### src/hdl/pin_select_defs.vh
// Purpose: constants for the peripheral pin select matrix
// Assumes: 32-bit classic Wishbone, byte addresses, one register per word
// Notes:   selection fields are 5 bits wide in the low bits of each word
`ifndef PIN_SELECT_DEFS_VH
`define PIN_SELECT_DEFS_VH

// word indices of the register map (byte address = 4 * index)
`define LOCK_WORD        8'h00
`define IN_SEL_BASE      8'h10
`define OUT_SEL_BASE     8'h40

// counts of selectors
`define NUM_IN_SEL       28
`define NUM_OUT_PINS     17

// field layout
`define SEL_W            5
`define LOCK_BIT         0

// reset values
`define OUT_SEL_RESET    5'h00
`define LOCK_RESET       1'b0

// unlock key bytes, written back to back
`define UNLOCK_KEY_A     8'h55
`define UNLOCK_KEY_B     8'hAA

// output sources that may take over the pin driver direction
`define DIR_OVR_MASK     32'h0D3F_0F00

// reserved output codes select nothing
`define OUT_CODE_RSVD1   5'h01
`define OUT_CODE_RSVD0   5'h00

// input codes that name no pin
`define IN_CODE_RSVD_LO  5'h06
`define IN_CODE_RSVD_HI  5'h0B

`endif

### src/hdl/pin_select_matrix.v
// Purpose: digital pin routing matrix with a lockable Wishbone register file
// Assumes: peripheral outputs and warm reset are on clk; pins are asynchronous
// Notes:   output selector j drives pin j of the list A0 A1 A2 A4 A5 B4-B7 C0-C7
//
// Summary of operation
// - output selector is 5 bits, upper bits zero
// - codes 31..28 route modulator, refclk, oscillator, timer0
// - codes 27..24 route serial data and clock lines
// - codes 23..20 route comparators and async port lines
// - codes 19..16 and 11..8 route wavegen outputs
// - codes 15..12 route capture/compare outputs four..one
// - codes 7..4 route logic cell outputs four..one
// - code 3 routes pwm six, 2 pwm five
// - marked peripherals may override pin direction control
// - lock register has one flag, bit 0
// - lock set freezes every selection register
// - lock clear lets selection writes through
// - output selectors clear only on power-on reset
// - one 5-bit input selector per peripheral input
// - one output selector per listed pin
// - lock change only right after 55 then AA
// - one-way option allows one clear-set cycle
// - power-on reset restores selections, clears lock
// - input codes map to port A, B, C pins
//
// The Wishbone slave port and the register offsets were chosen for this implementation.
`timescale 1ns/100ps
`include "pin_select_defs.vh"

module pin_select_matrix #(
   parameter [`NUM_IN_SEL*`SEL_W-1:0] IN_SEL_DEFAULTS = 140'h0
) (
   // clock and resets
   input  wire         clk,
   input  wire         rst_n,
   input  wire         warm_rst_n,
   // configuration strap
   input  wire         one_way_lock_option,
   // wishbone slave
   input  wire         cyc_i,
   input  wire         stb_i,
   input  wire         we_i,
   input  wire [31:0]  adr_i,
   input  wire [3:0]   sel_i,
   input  wire [31:0]  dat_i,
   output reg  [31:0]  dat_o,
   output reg          ack_o,
   // peripheral side, outputs indexed by output code, inputs by selector index
   input  wire [31:0]  periph_out,
   input  wire [31:0]  periph_dir_req,
   output reg  [27:0]  periph_in_q,
   // pin side, input indexed by input code
   input  wire [23:0]  pin_in,
   output reg  [16:0]  pin_out_q,
   output reg  [16:0]  pin_dir_ovr_q,
   // status
   output reg          selection_lock_flag
);

   // unlock sequence states
   localparam [1:0] SEQ_IDLE  = 2'b00;
   localparam [1:0] SEQ_GOT_A = 2'b01;
   localparam [1:0] SEQ_ARMED = 2'b10;

   reg  [`SEL_W-1:0] in_sel_q  [0:`NUM_IN_SEL-1];
   reg  [`SEL_W-1:0] out_sel_q [0:`NUM_OUT_PINS-1];
   reg  [1:0]        seq_q;
   reg  [1:0]        seq_d;
   reg               one_way_used_q;
   reg               one_way_cfg_q;
   reg               strap_s1_q;
   reg               strap_s2_q;
   reg  [23:0]       pin_s1_q;
   reg  [23:0]       pin_s2_q;
   reg  [31:0]       rd_d;
   reg               lock_d;
   reg               used_d;

   wire              req;
   wire              wr_fire;
   wire [7:0]        word;
   wire [7:0]        in_idx;
   wire [7:0]        out_idx;
   wire              hit_lock;
   wire              hit_in;
   wire              hit_out;
   wire              lane0;
   wire              sel_wr_ok;
   wire [31:0]       dir_mask;
   wire [31:0]       src_level;
   wire [31:0]       src_ovr;

   assign req      = cyc_i & stb_i;
   // write lands on the edge where the master samples ack
   assign wr_fire  = req & we_i & ack_o;
   assign word     = adr_i[9:2];
   assign in_idx   = word - `IN_SEL_BASE;
   assign out_idx  = word - `OUT_SEL_BASE;
   // upper address bits must be zero, else the access is unmapped
   assign hit_lock = (adr_i[31:10] == 22'h00_0000) && (word == `LOCK_WORD);
   assign hit_in   = (adr_i[31:10] == 22'h00_0000) && (word >= `IN_SEL_BASE)
                     && (in_idx < `NUM_IN_SEL);
   assign hit_out  = (adr_i[31:10] == 22'h00_0000) && (word >= `OUT_SEL_BASE)
                     && (out_idx < `NUM_OUT_PINS);
   // data sits in byte lane 0; a write without that lane changes no selection or lock, but still breaks the unlock key
   assign lane0    = sel_i[0];
   assign sel_wr_ok = wr_fire & lane0 & ~selection_lock_flag;

   // bus handshake: one wait state, ack drops the cycle after it rises
   always @(posedge clk) begin
      if (!rst_n) begin
         ack_o <= 1'b0;
      end else begin
         ack_o <= req & ~ack_o;
      end
   end

   // read mux; reserved bits and unmapped words read zero
   always @* begin
      rd_d = 32'h0000_0000;
      if (hit_lock) begin
         rd_d[`LOCK_BIT] = selection_lock_flag;
      end else if (hit_in) begin
         rd_d[`SEL_W-1:0] = in_sel_q[in_idx[4:0]];
      end else if (hit_out) begin
         rd_d[`SEL_W-1:0] = out_sel_q[out_idx[4:0]];
      end
   end

   // read data captured with ack; selections stay readable even when locked
   always @(posedge clk) begin
      if (!rst_n) begin
         dat_o <= 32'h0000_0000;
      end else if (req & ~ack_o & ~we_i) begin
         dat_o <= rd_d;
      end
   end

   // one-way strap crosses in from a pin, so two stages first
   always @(posedge clk) begin
      if (!rst_n) begin
         strap_s1_q <= 1'b0;
         strap_s2_q <= 1'b0;
      end else begin
         strap_s1_q <= one_way_lock_option;
         strap_s2_q <= strap_s1_q;
      end
   end

   // strap is latched while warm reset is held, then frozen for the run
   always @(posedge clk) begin
      if (!rst_n) begin
         one_way_cfg_q <= 1'b0;
      end else if (!warm_rst_n) begin
         one_way_cfg_q <= strap_s2_q;
      end
   end

   // unlock sequence: any other write in between breaks the key
   always @* begin
      seq_d  = seq_q;
      lock_d = selection_lock_flag;
      used_d = one_way_used_q;
      if (wr_fire) begin
         seq_d = SEQ_IDLE;
         if (hit_lock & lane0) begin
            case (seq_q)
               SEQ_IDLE: begin
                  if (dat_i[7:0] == `UNLOCK_KEY_A) begin
                     seq_d = SEQ_GOT_A;
                  end
               end
               SEQ_GOT_A: begin
                  if (dat_i[7:0] == `UNLOCK_KEY_B) begin
                     seq_d = SEQ_ARMED;
                  end else if (dat_i[7:0] == `UNLOCK_KEY_A) begin
                     seq_d = SEQ_GOT_A;
                  end
               end
               SEQ_ARMED: begin
                  // one-way: once set after a clear, stays until reset
                  if (!(one_way_cfg_q & one_way_used_q)) begin
                     lock_d = dat_i[`LOCK_BIT];
                     if (one_way_cfg_q & dat_i[`LOCK_BIT]) begin
                        used_d = 1'b1;
                     end
                  end
               end
               default: begin
                  seq_d = SEQ_IDLE;
               end
            endcase
         end
      end
   end

   // lock state clears on every reset; selections keep their value through warm reset
   always @(posedge clk) begin
      if (!rst_n || !warm_rst_n) begin
         selection_lock_flag <= `LOCK_RESET;
         seq_q               <= SEQ_IDLE;
         one_way_used_q      <= 1'b0;
      end else begin
         selection_lock_flag <= lock_d;
         seq_q               <= seq_d;
         one_way_used_q      <= used_d;
      end
   end

   // pins are asynchronous to clk
   always @(posedge clk) begin
      if (!rst_n) begin
         pin_s1_q <= 24'h00_0000;
         pin_s2_q <= 24'h00_0000;
      end else begin
         pin_s1_q <= pin_in;
         pin_s2_q <= pin_s1_q;
      end
   end

   genvar gi;
   genvar gc;

   // input selector index, byte address 0x040 plus 4 per index:
   //    0 external interrupt
   //    1 timer0 clock
   //    2 timer1 clock
   //    3 timer1 gate
   //    4 timer3 clock
   //    5 timer3 gate
   //    6 timer5 clock
   //    7 timer5 gate
   //    8 capture/compare one
   //    9 capture/compare two
   //   10 capture/compare three
   //   11 capture/compare four
   //   12 wavegen one
   //   13 wavegen two
   //   14 modulator carrier one
   //   15 modulator carrier two
   //   16 modulator source
   //   17 serial one clock
   //   18 serial one data
   //   19 serial one select
   //   20 serial two clock
   //   21 serial two data
   //   22 serial two select
   //   23 async receive
   //   24 logic cell in0
   //   25 logic cell in1
   //   26 logic cell in2
   //   27 logic cell in3
   // input codes: 0-5 port A, 12-15 port B4-B7, 16-23 port C0-C7
   // a reserved code parks the peripheral input low, never floating

   // input selectors: storage and routing, one per peripheral input
   generate
      for (gi = 0; gi < `NUM_IN_SEL; gi = gi + 1) begin : g_in
         always @(posedge clk) begin
            if (!rst_n) begin
               in_sel_q[gi] <= IN_SEL_DEFAULTS[gi*`SEL_W +: `SEL_W];
            end else if (sel_wr_ok && hit_in && in_idx == gi) begin
               in_sel_q[gi] <= dat_i[`SEL_W-1:0];
            end
         end

         // reserved codes (A6..A11 gap and 11xxx) feed a quiet low
         always @(posedge clk) begin
            if (!rst_n) begin
               periph_in_q[gi] <= 1'b0;
            end else if (in_sel_q[gi][4:3] == 2'b11) begin
               periph_in_q[gi] <= 1'b0;
            end else if ((in_sel_q[gi] >= `IN_CODE_RSVD_LO) &&
                         (in_sel_q[gi] <= `IN_CODE_RSVD_HI)) begin
               periph_in_q[gi] <= 1'b0;
            end else begin
               periph_in_q[gi] <= pin_s2_q[in_sel_q[gi]];
            end
         end
      end
   endgenerate

   // output code to source:
   //   31 data signal modulator
   //   30 reference clock
   //   29 numeric oscillator
   //   28 timer zero
   //   27 serial two data, marked
   //   26 serial two clock, marked
   //   25 serial one data
   //   24 serial one clock, marked
   //   23 comparator two
   //   22 comparator one
   //   21 async port sync data, marked
   //   20 async port transmit line, marked
   //   19 wavegen two d, marked
   //   18 wavegen two c, marked
   //   17 wavegen two b, marked
   //   16 wavegen two a, marked
   //   15 capture/compare four
   //   14 capture/compare three
   //   13 capture/compare two
   //   12 capture/compare one
   //   11 wavegen one d, marked
   //   10 wavegen one c, marked
   //    9 wavegen one b, marked
   //    8 wavegen one a, marked
   //    7 logic cell four
   //    6 logic cell three
   //    5 logic cell two
   //    4 logic cell one
   //    3 pwm unit six
   //    2 pwm unit five
   //    1 and 0 reserved
   // marked sources alone may take the pin driver direction

   assign dir_mask = `DIR_OVR_MASK;

   // per-code source level and override request, resolved once and
   // shared by all pins so each pin is a plain indexed pick
   generate
      for (gc = 0; gc < 32; gc = gc + 1) begin : g_src
         if (gc < 2) begin : g_rsvd
            assign src_level[gc] = 1'b0;
            assign src_ovr[gc]   = 1'b0;
         end else begin : g_live
            assign src_level[gc] = periph_out[gc];
            // unmarked sources never steal the direction control
            assign src_ovr[gc]   = periph_dir_req[gc] & dir_mask[gc];
         end
      end
   endgenerate

   // output pin index, byte address 0x100 plus 4 per index:
   //    0 port A pin 0
   //    1 port A pin 1
   //    2 port A pin 2
   //    3 port A pin 4
   //    4 port A pin 5
   //    5 port B pin 4
   //    6 port B pin 5
   //    7 port B pin 6, larger variant only
   //    8 port B pin 7, larger variant only
   //    9 port C pin 0
   //   10 port C pin 1
   //   11 port C pin 2
   //   12 port C pin 3
   //   13 port C pin 4
   //   14 port C pin 5
   //   15 port C pin 6, larger variant only
   //   16 port C pin 7, larger variant only

   // output selectors: storage and routing, one per pin
   generate
      for (gi = 0; gi < `NUM_OUT_PINS; gi = gi + 1) begin : g_out
         always @(posedge clk) begin
            if (!rst_n) begin
               out_sel_q[gi] <= `OUT_SEL_RESET;
            end else if (sel_wr_ok && hit_out && out_idx == gi) begin
               out_sel_q[gi] <= dat_i[`SEL_W-1:0];
            end
         end

         // code indexes the peripheral output bus directly; the reserved
         // codes give a steady low rather than an undefined source
         always @(posedge clk) begin
            if (!rst_n) begin
               pin_out_q[gi]     <= 1'b0;
               pin_dir_ovr_q[gi] <= 1'b0;
            end else if (out_sel_q[gi] == `OUT_CODE_RSVD0 ||
                         out_sel_q[gi] == `OUT_CODE_RSVD1) begin
               pin_out_q[gi]     <= 1'b0;
               pin_dir_ovr_q[gi] <= 1'b0;
            end else begin
               pin_out_q[gi]     <= src_level[out_sel_q[gi]];
               pin_dir_ovr_q[gi] <= src_ovr[out_sel_q[gi]];
            end
         end
      end
   endgenerate

endmodule

### config.mk
export PLATFORM = sky130hd
export DESIGN_NAME = pin_select_matrix
export DESIGN_NICKNAME = d
export VERILOG_FILES = /design/src/hdl/pin_select_matrix.v
export VERILOG_INCLUDE_DIRS = /design/src /design/src/hdl
export SDC_FILE = /design/constraint.sdc
export NUM_CORES = 1
export LEC_CHECK = 0
export BUFFER_PORTS_ARGS = -buffer_cell sky130_fd_sc_hd__buf_2
export CAP_MARGIN = 10
export CORE_MARGIN = 1
export CORE_UTILIZATION = 65
export DETAILED_ROUTE_END_ITERATION = 10
export GPL_TIMING_DRIVEN = 0
export PLACE_DENSITY_LB_ADDON = 0.08
export SLEW_MARGIN = 25
export SYNTH_ARGS = -nofsm -noshare
export SYNTH_HDL_FRONTEND = slang
export SYNTH_SLANG_ARGS = --single-unit
export TNS_END_PERCENT = 100
### constraint.sdc
create_clock -name clk -period 7.4 [get_ports clk]
set_input_delay 0.37 -clock clk [delete_from_list [all_inputs] [get_ports clk]]
set_output_delay 0.37 -clock clk [all_outputs]
set_load 0.02 [all_outputs]
# [Word-level counts from Yosys, hierarchy flattened]
# Memory sizes are Yosys's and may differ from the RTL's.
# Index checks and enable logic that the tools add are counted.
[totals] ff_bits=123 latchBits=0 ram_bits=225 romBits=0 in_bits=163 out_inout_bits=96 word_cells=815 mem_count=2
[op_classes] add_sub_neg=2 n_mul=0 n_div=0 n_lt_le_gt_ge=105 n_eq_ne=92 shifts=0 n_mux=313 bitwise=60 reduce_logical=169
[mem_list] name="in_sel_q" words=28 word_bits=5 rd=29 rd_ports_with_merged_regs=0 write_ports=28 line="pin_select_matrix.v:65" text="reg [`SEL_W-1:0] in_sel_q [0:`NUM_IN_SEL-1];"
[mem_list] name="out_sel_q" words=17 word_bits=5 rd=18 rd_ports_with_merged_regs=0 write_ports=17 line="pin_select_matrix.v:66" text="reg [`SEL_W-1:0] out_sel_q [0:`NUM_OUT_PINS-1];"
[ops] op="binary-select mux 1 bit (select 5 bit)" count=62
[ops] op="less-than comparator 5 x 6 -> 1 bit, second input constant" count=45
[ops] op="two-way mux 5 bit" count=47
[ops] op="two-way mux 1 bit" count=200
[ops] op=">= comparator 5 x 3 -> 1 bit, second input constant" count=28
[ops] op="less-or-equal comparator 5 x 4 -> 1 bit, second input constant" count=28
[ops] op="equality test 8 x 4 -> 1 bit, second input constant" count=16
[ops] op="equality test 8 x 5 -> 1 bit, second input constant" count=13
[ops] op="equality test 5 x 1 -> 1 bit, second input constant" count=17
[ops] op="zero test 5 bit" count=17
[ops] op="OR reduction 3 bit" count=28
[ops] op="logical AND 1 bit" count=80
[ops] op="equality test 8 x 3 -> 1 bit, second input constant" count=8
[ops] op="equality test 2 bit, second input constant" count=29
[ops] op="bitwise OR 1 bit" count=45
[ops] op="OR reduction 2 bit" count=17
[ops] op="equality test 8 x 2 -> 1 bit, second input constant" count=4
[ops] op="zero test 8 bit" count=3
[ops] op="zero test 22 bit" count=1
[ops] op="logical OR 1 bit" count=18
[ops] op="equality test 8 x 1 -> 1 bit, second input constant" count=2
[ops] op="less-than comparator 8 x 5 -> 1 bit, second input constant" count=2
[ops] op="AND 1 bit" count=10
[ops] op="equality test 8 x 7 -> 1 bit, second input constant" count=1
[ops] op="other kinds (14)" count=20

# [Longest topological paths before layout]
[logic_depth] word_depth=11 ltp_mapped=10 mapped_depth_nobuf=8

# [Least setup slack after synthesis]
# No wires, ideal clock.
[synth_timing] kind="input -> register" from="input adr_i[16]" to="memory in_sel_q[17][0] in the netlist's numbering (enable)" setup_time_ns=0.374 arrival_ns=2.374 setup_slack_ns=4.652 path_stages=7 path_cell_list="or4_1 -> nor3_2 -> nand3_1 -> buf_6 -> or4_1 -> clkbuf_1 -> o21ai_0"
[synth_lines] item="from (decl)" line="pin_select_matrix.v:43" text="input wire [31:0] adr_i,"
[synth_lines] item="to (decl)" line="pin_select_matrix.v:65"

==> qor.yml <==
outcome:
  status: "completed"
worst_setup_path:
  worstPathArrival_ns: 3.76
  crit_required_ns: 7.59
  endpoint_kind: "flip-flop"
  cp_max_fo: 10
  critPathSlowestCell: "o21ai_0"
  critPathMostFrequentCell: "buf_2"
  start_kind: "input pin"
  cp_cell_sequence: "buf_2 -> buf_4 -> buf_4 -> buf_2 -> buf_2 -> nor2b_1 -> nand2_1 -> o21ai_0"
  slowest_delay_ns: 0.85
  path_class: "in -> reg"
drt:
  viasPerCell: 7.23
  antenna_left: 0
  dr.pass1.iters: 8
  wl_met2_um: 39600
  num_vias: 21100
  drtIter0Drc: 3218
  totalWireLength_um: 85900
  route.detailed.drc: 0
  wl_met1_um: 27100
  dr_wl_met3_um: 11700
  top_layer_used: "met5"
  wire_per_inst_um: 29.4
final_layout:
  drive_gt1_frac: 0.280
  num_antenna_cells: 0
  n_fill_cell: 2656
  nNetsFinal: 2544
  final_cell_mix: "335 x mux4_2, 316 x nor2_1, 225 x edfxtp_1"
  syn_to_final_growth_pct: 12.2
  layout_commonest_cell: "mux4_2"
  stdcell_area_mm2: 0.0277
floorplanning:
  fp.dieArea_mm2: 0.0388
  initial_core_util: 0.659
  rows: 71
  die_w_um: 197
  io_pins: 259
  core-area_mm2: 0.0375
  chipHeight_um: 197
sta:
  slew_viol_final: 0
  max_slew.worst_pin.slew_ns: 0.993
  timing.hold.ws_ns: 0.00641
  tns_ns: 0
  skew_ns: 0.0236
  period_share: 0.481
  hold_viol_final: 0
  period_minus_slack_ns: 3.56
  rsz0062_at_grt: "no"
  setup_viol: 0
  slew_headroom: 0.338
  clock.fmax_mhz: 281
placement:
  dp_hpwl_um: 62300
  place_congestion: 1.05
  place_area_mm2: 0.0263
  portBuffers: 169
grt:
  grt_max_degree: 14
  grt_usage: 0.452
  grt_pass1_wl_um: 127000
  gr-total-overflow: 0
  antenna_found_initial: 3
  grt_pass1_vias: 20500
pwr:
  p_sw_frac: 0.275
  pwr-share-comb: 0.168
  pwr-share-seq: 0.434
  pwr_density_cell_mw_per_mm2: 180
  irDropWorstVdd_mv: 0.210
  p_int_mw: 3.62
  switching_power_mw: 1.37
  power_leakage_nw: 9.47
  power_frac_clock: 0.398
logic_synthesis:
  avgSynthCellArea_um2: 11.6
  synth_top_cell_area_share: 0.305
  ys_warn_count: 0
  synthCells: 2127
  yosys.area.top_type: "mux4_2"
  netlist-cell-type-count: 62
  synth.area.top_cells: "mux4_2 31%, edfxtp_1 27%, dfxtp_1 9.3%"
  synth_edf_count: 225
  async_flop_share: 0
  synth_flop_cell: "edfxtp_1"
  ys_ff_latch: 340
  syn_area_mm2: 0.0247
  yosysSeqAreaShare: 0.367
clocking:
  cts.clk_slew.worst_paths_ns: 0.06
  cts_tree: "built"
  cts_max_level: 2
  insertion_delay_ns: 0.59
  clock_path_buffers: 3
  cts_num_sinks: 340
  post-cts-setup-buffer-count: 0
  numCtsBuffers: 38
  root_buffer: "clkbuf_16"
hold_path:
  hp-class: "in -> reg"
run:
  cap_violations: 0
==> stage by stage <==
| step | total power, mW | util | std cells | setup slack (ns) |
|---|---|---|---|---|
| 6_report | 4.99 | 0.739 | 2918 | 3.84 |
| 4_1_cts | 4.94 | 0.739 | 2918 | 4.04 |
| 2_1_floorplan | 2.74 | - | 2153 | 4.65 |
| 5_1_grt | 5.09 | 0.739 | 2918 | 3.82 |
| 3_5_place_dp | 3.00 | 0.701 | 2833 | 3.46 |
| 3_3_place_gp | 2.98 | 0.701 | 2833 | 3.57 |
==> path summary, 6_finish.rpt <==
| kind | start | slack, ns | end | cells past startpoint |
|---|---|---|---|---|
| setup reg to reg | ack_o$_SDFF_PN0_ | 4.34 | in_sel_q[1][1]$_SDFFCE_PN0P_ | 7 |
| hold reg to reg | pin_s1_q[2]$_SDFF_PN0_ | 0.43 | pin_s2_q[2]$_SDFF_PN0_ | 1 |
| setup / recovery | adr_i[3] | 3.84 | in_sel_q[6][1]$_SDFFCE_PN0P_ | 8 |
| hold / removal | pin_in[6] | 0.006 | pin_s1_q[6]$_SDFF_PN0_ | 2 |
==> cell families (layout without fill, tap and decap cells) <==
| kind of cell | count (synthesis) | count (layout) | share of synthesized area |
|---|---|---|---|
| AOI/OAI and AO/OA | 348 | 348 | 0.0878 |
| and+or+nand+nor | 616 | 616 | 0.123 |
| adders and majority gates | 4 | 4 | 0.00203 |
| muxes | 465 | 465 | 0.359 |
| DFF | 340 | 340 | 0.367 |
| buffers and inverters | 353 | 607 | 0.0614 |
| other | 1 | 27 | 0.000152 |
==> power groups by stage <==
stage	Clock, mW	Sequential, mW	Combinational [mW]
global route	2.05	2.17	0.876
detailed placement	0	2.20	0.801
finish	1.99	2.17	0.837
global placement	0	2.20	0.782
CTS	1.97	2.16	0.810
floorplan	0	2.19	0.546
==> Yosys cell counts, types with 27 or more instances <==
cell type    n
a211oi_1    38
a21oi_1    127
and2_1      54
buf_2       44
buf_4       30
clkbuf_1   208
dfxtp_1    115
edfxtp_1   225
inv_1       59
mux2i_1    108
mux4_2     335
nand2_1     42
nand2b_1    29
nor2_1     316
nor2b_1     35
nor3_1      31
nor3b_1     34
o21ai_0     59
o22ai_1     27
==> repair_timing <==
action                                  4_1_cts  5_1_grt
hold endpoints to repair                     15        0
hold buffers                                 15        0
endpoints found under the setup margin        0        0
resized for setup                             0        0
==> final cells by class <==
cell class | instances | area [µm²] | area share
Buffer | 293 | 1290 | 0.0466
Clock buffer | 46 | 1010 | 0.0365
Clock inverter | 24 | 269 | 0.00971
Inverter | 60 | 225 | 0.00813
Multi-Input combinational cell | 1460 | 14200 | 0.513
Sequential cell | 340 | 9060 | 0.327
Tap cell | 511 | 639 | 0.0231
Timing Repair Buffer | 184 | 996 | 0.0359
==> worst max-delay path: cells and delay by family <==
kind / cells / cell delay, ns
AO/OA/AOI/OAI: 1 / 0.85
buffers and inverters: 5 / 1.71
AND/OR/NAND/NOR: 2 / 0.80
==> layer usage <==
metal,global-route usage,vias to the layer above
met5,0.00128,-
met4,0.321,4
met3,0.136,518
met2,0.711,1808
met1,0.534,10100
li1,-,8668
==> flip-flops by register name, indices dropped and copies added, names as in the netlist <==
register	flops
selection_lock_flag	1
one_way_used_q	1
pin_out_q	17
in_sel_q	140
ack_o	1
dat_o	5
strap_s1_q	1
out_sel_q	85
periph_in_q	28
one_way_cfg_q	1
pin_dir_ovr_q	17
strap_s2_q	1
pin_s2_q	20
seq_q	2
pin_s1_q	20
(Power assumes the default switching activity.)
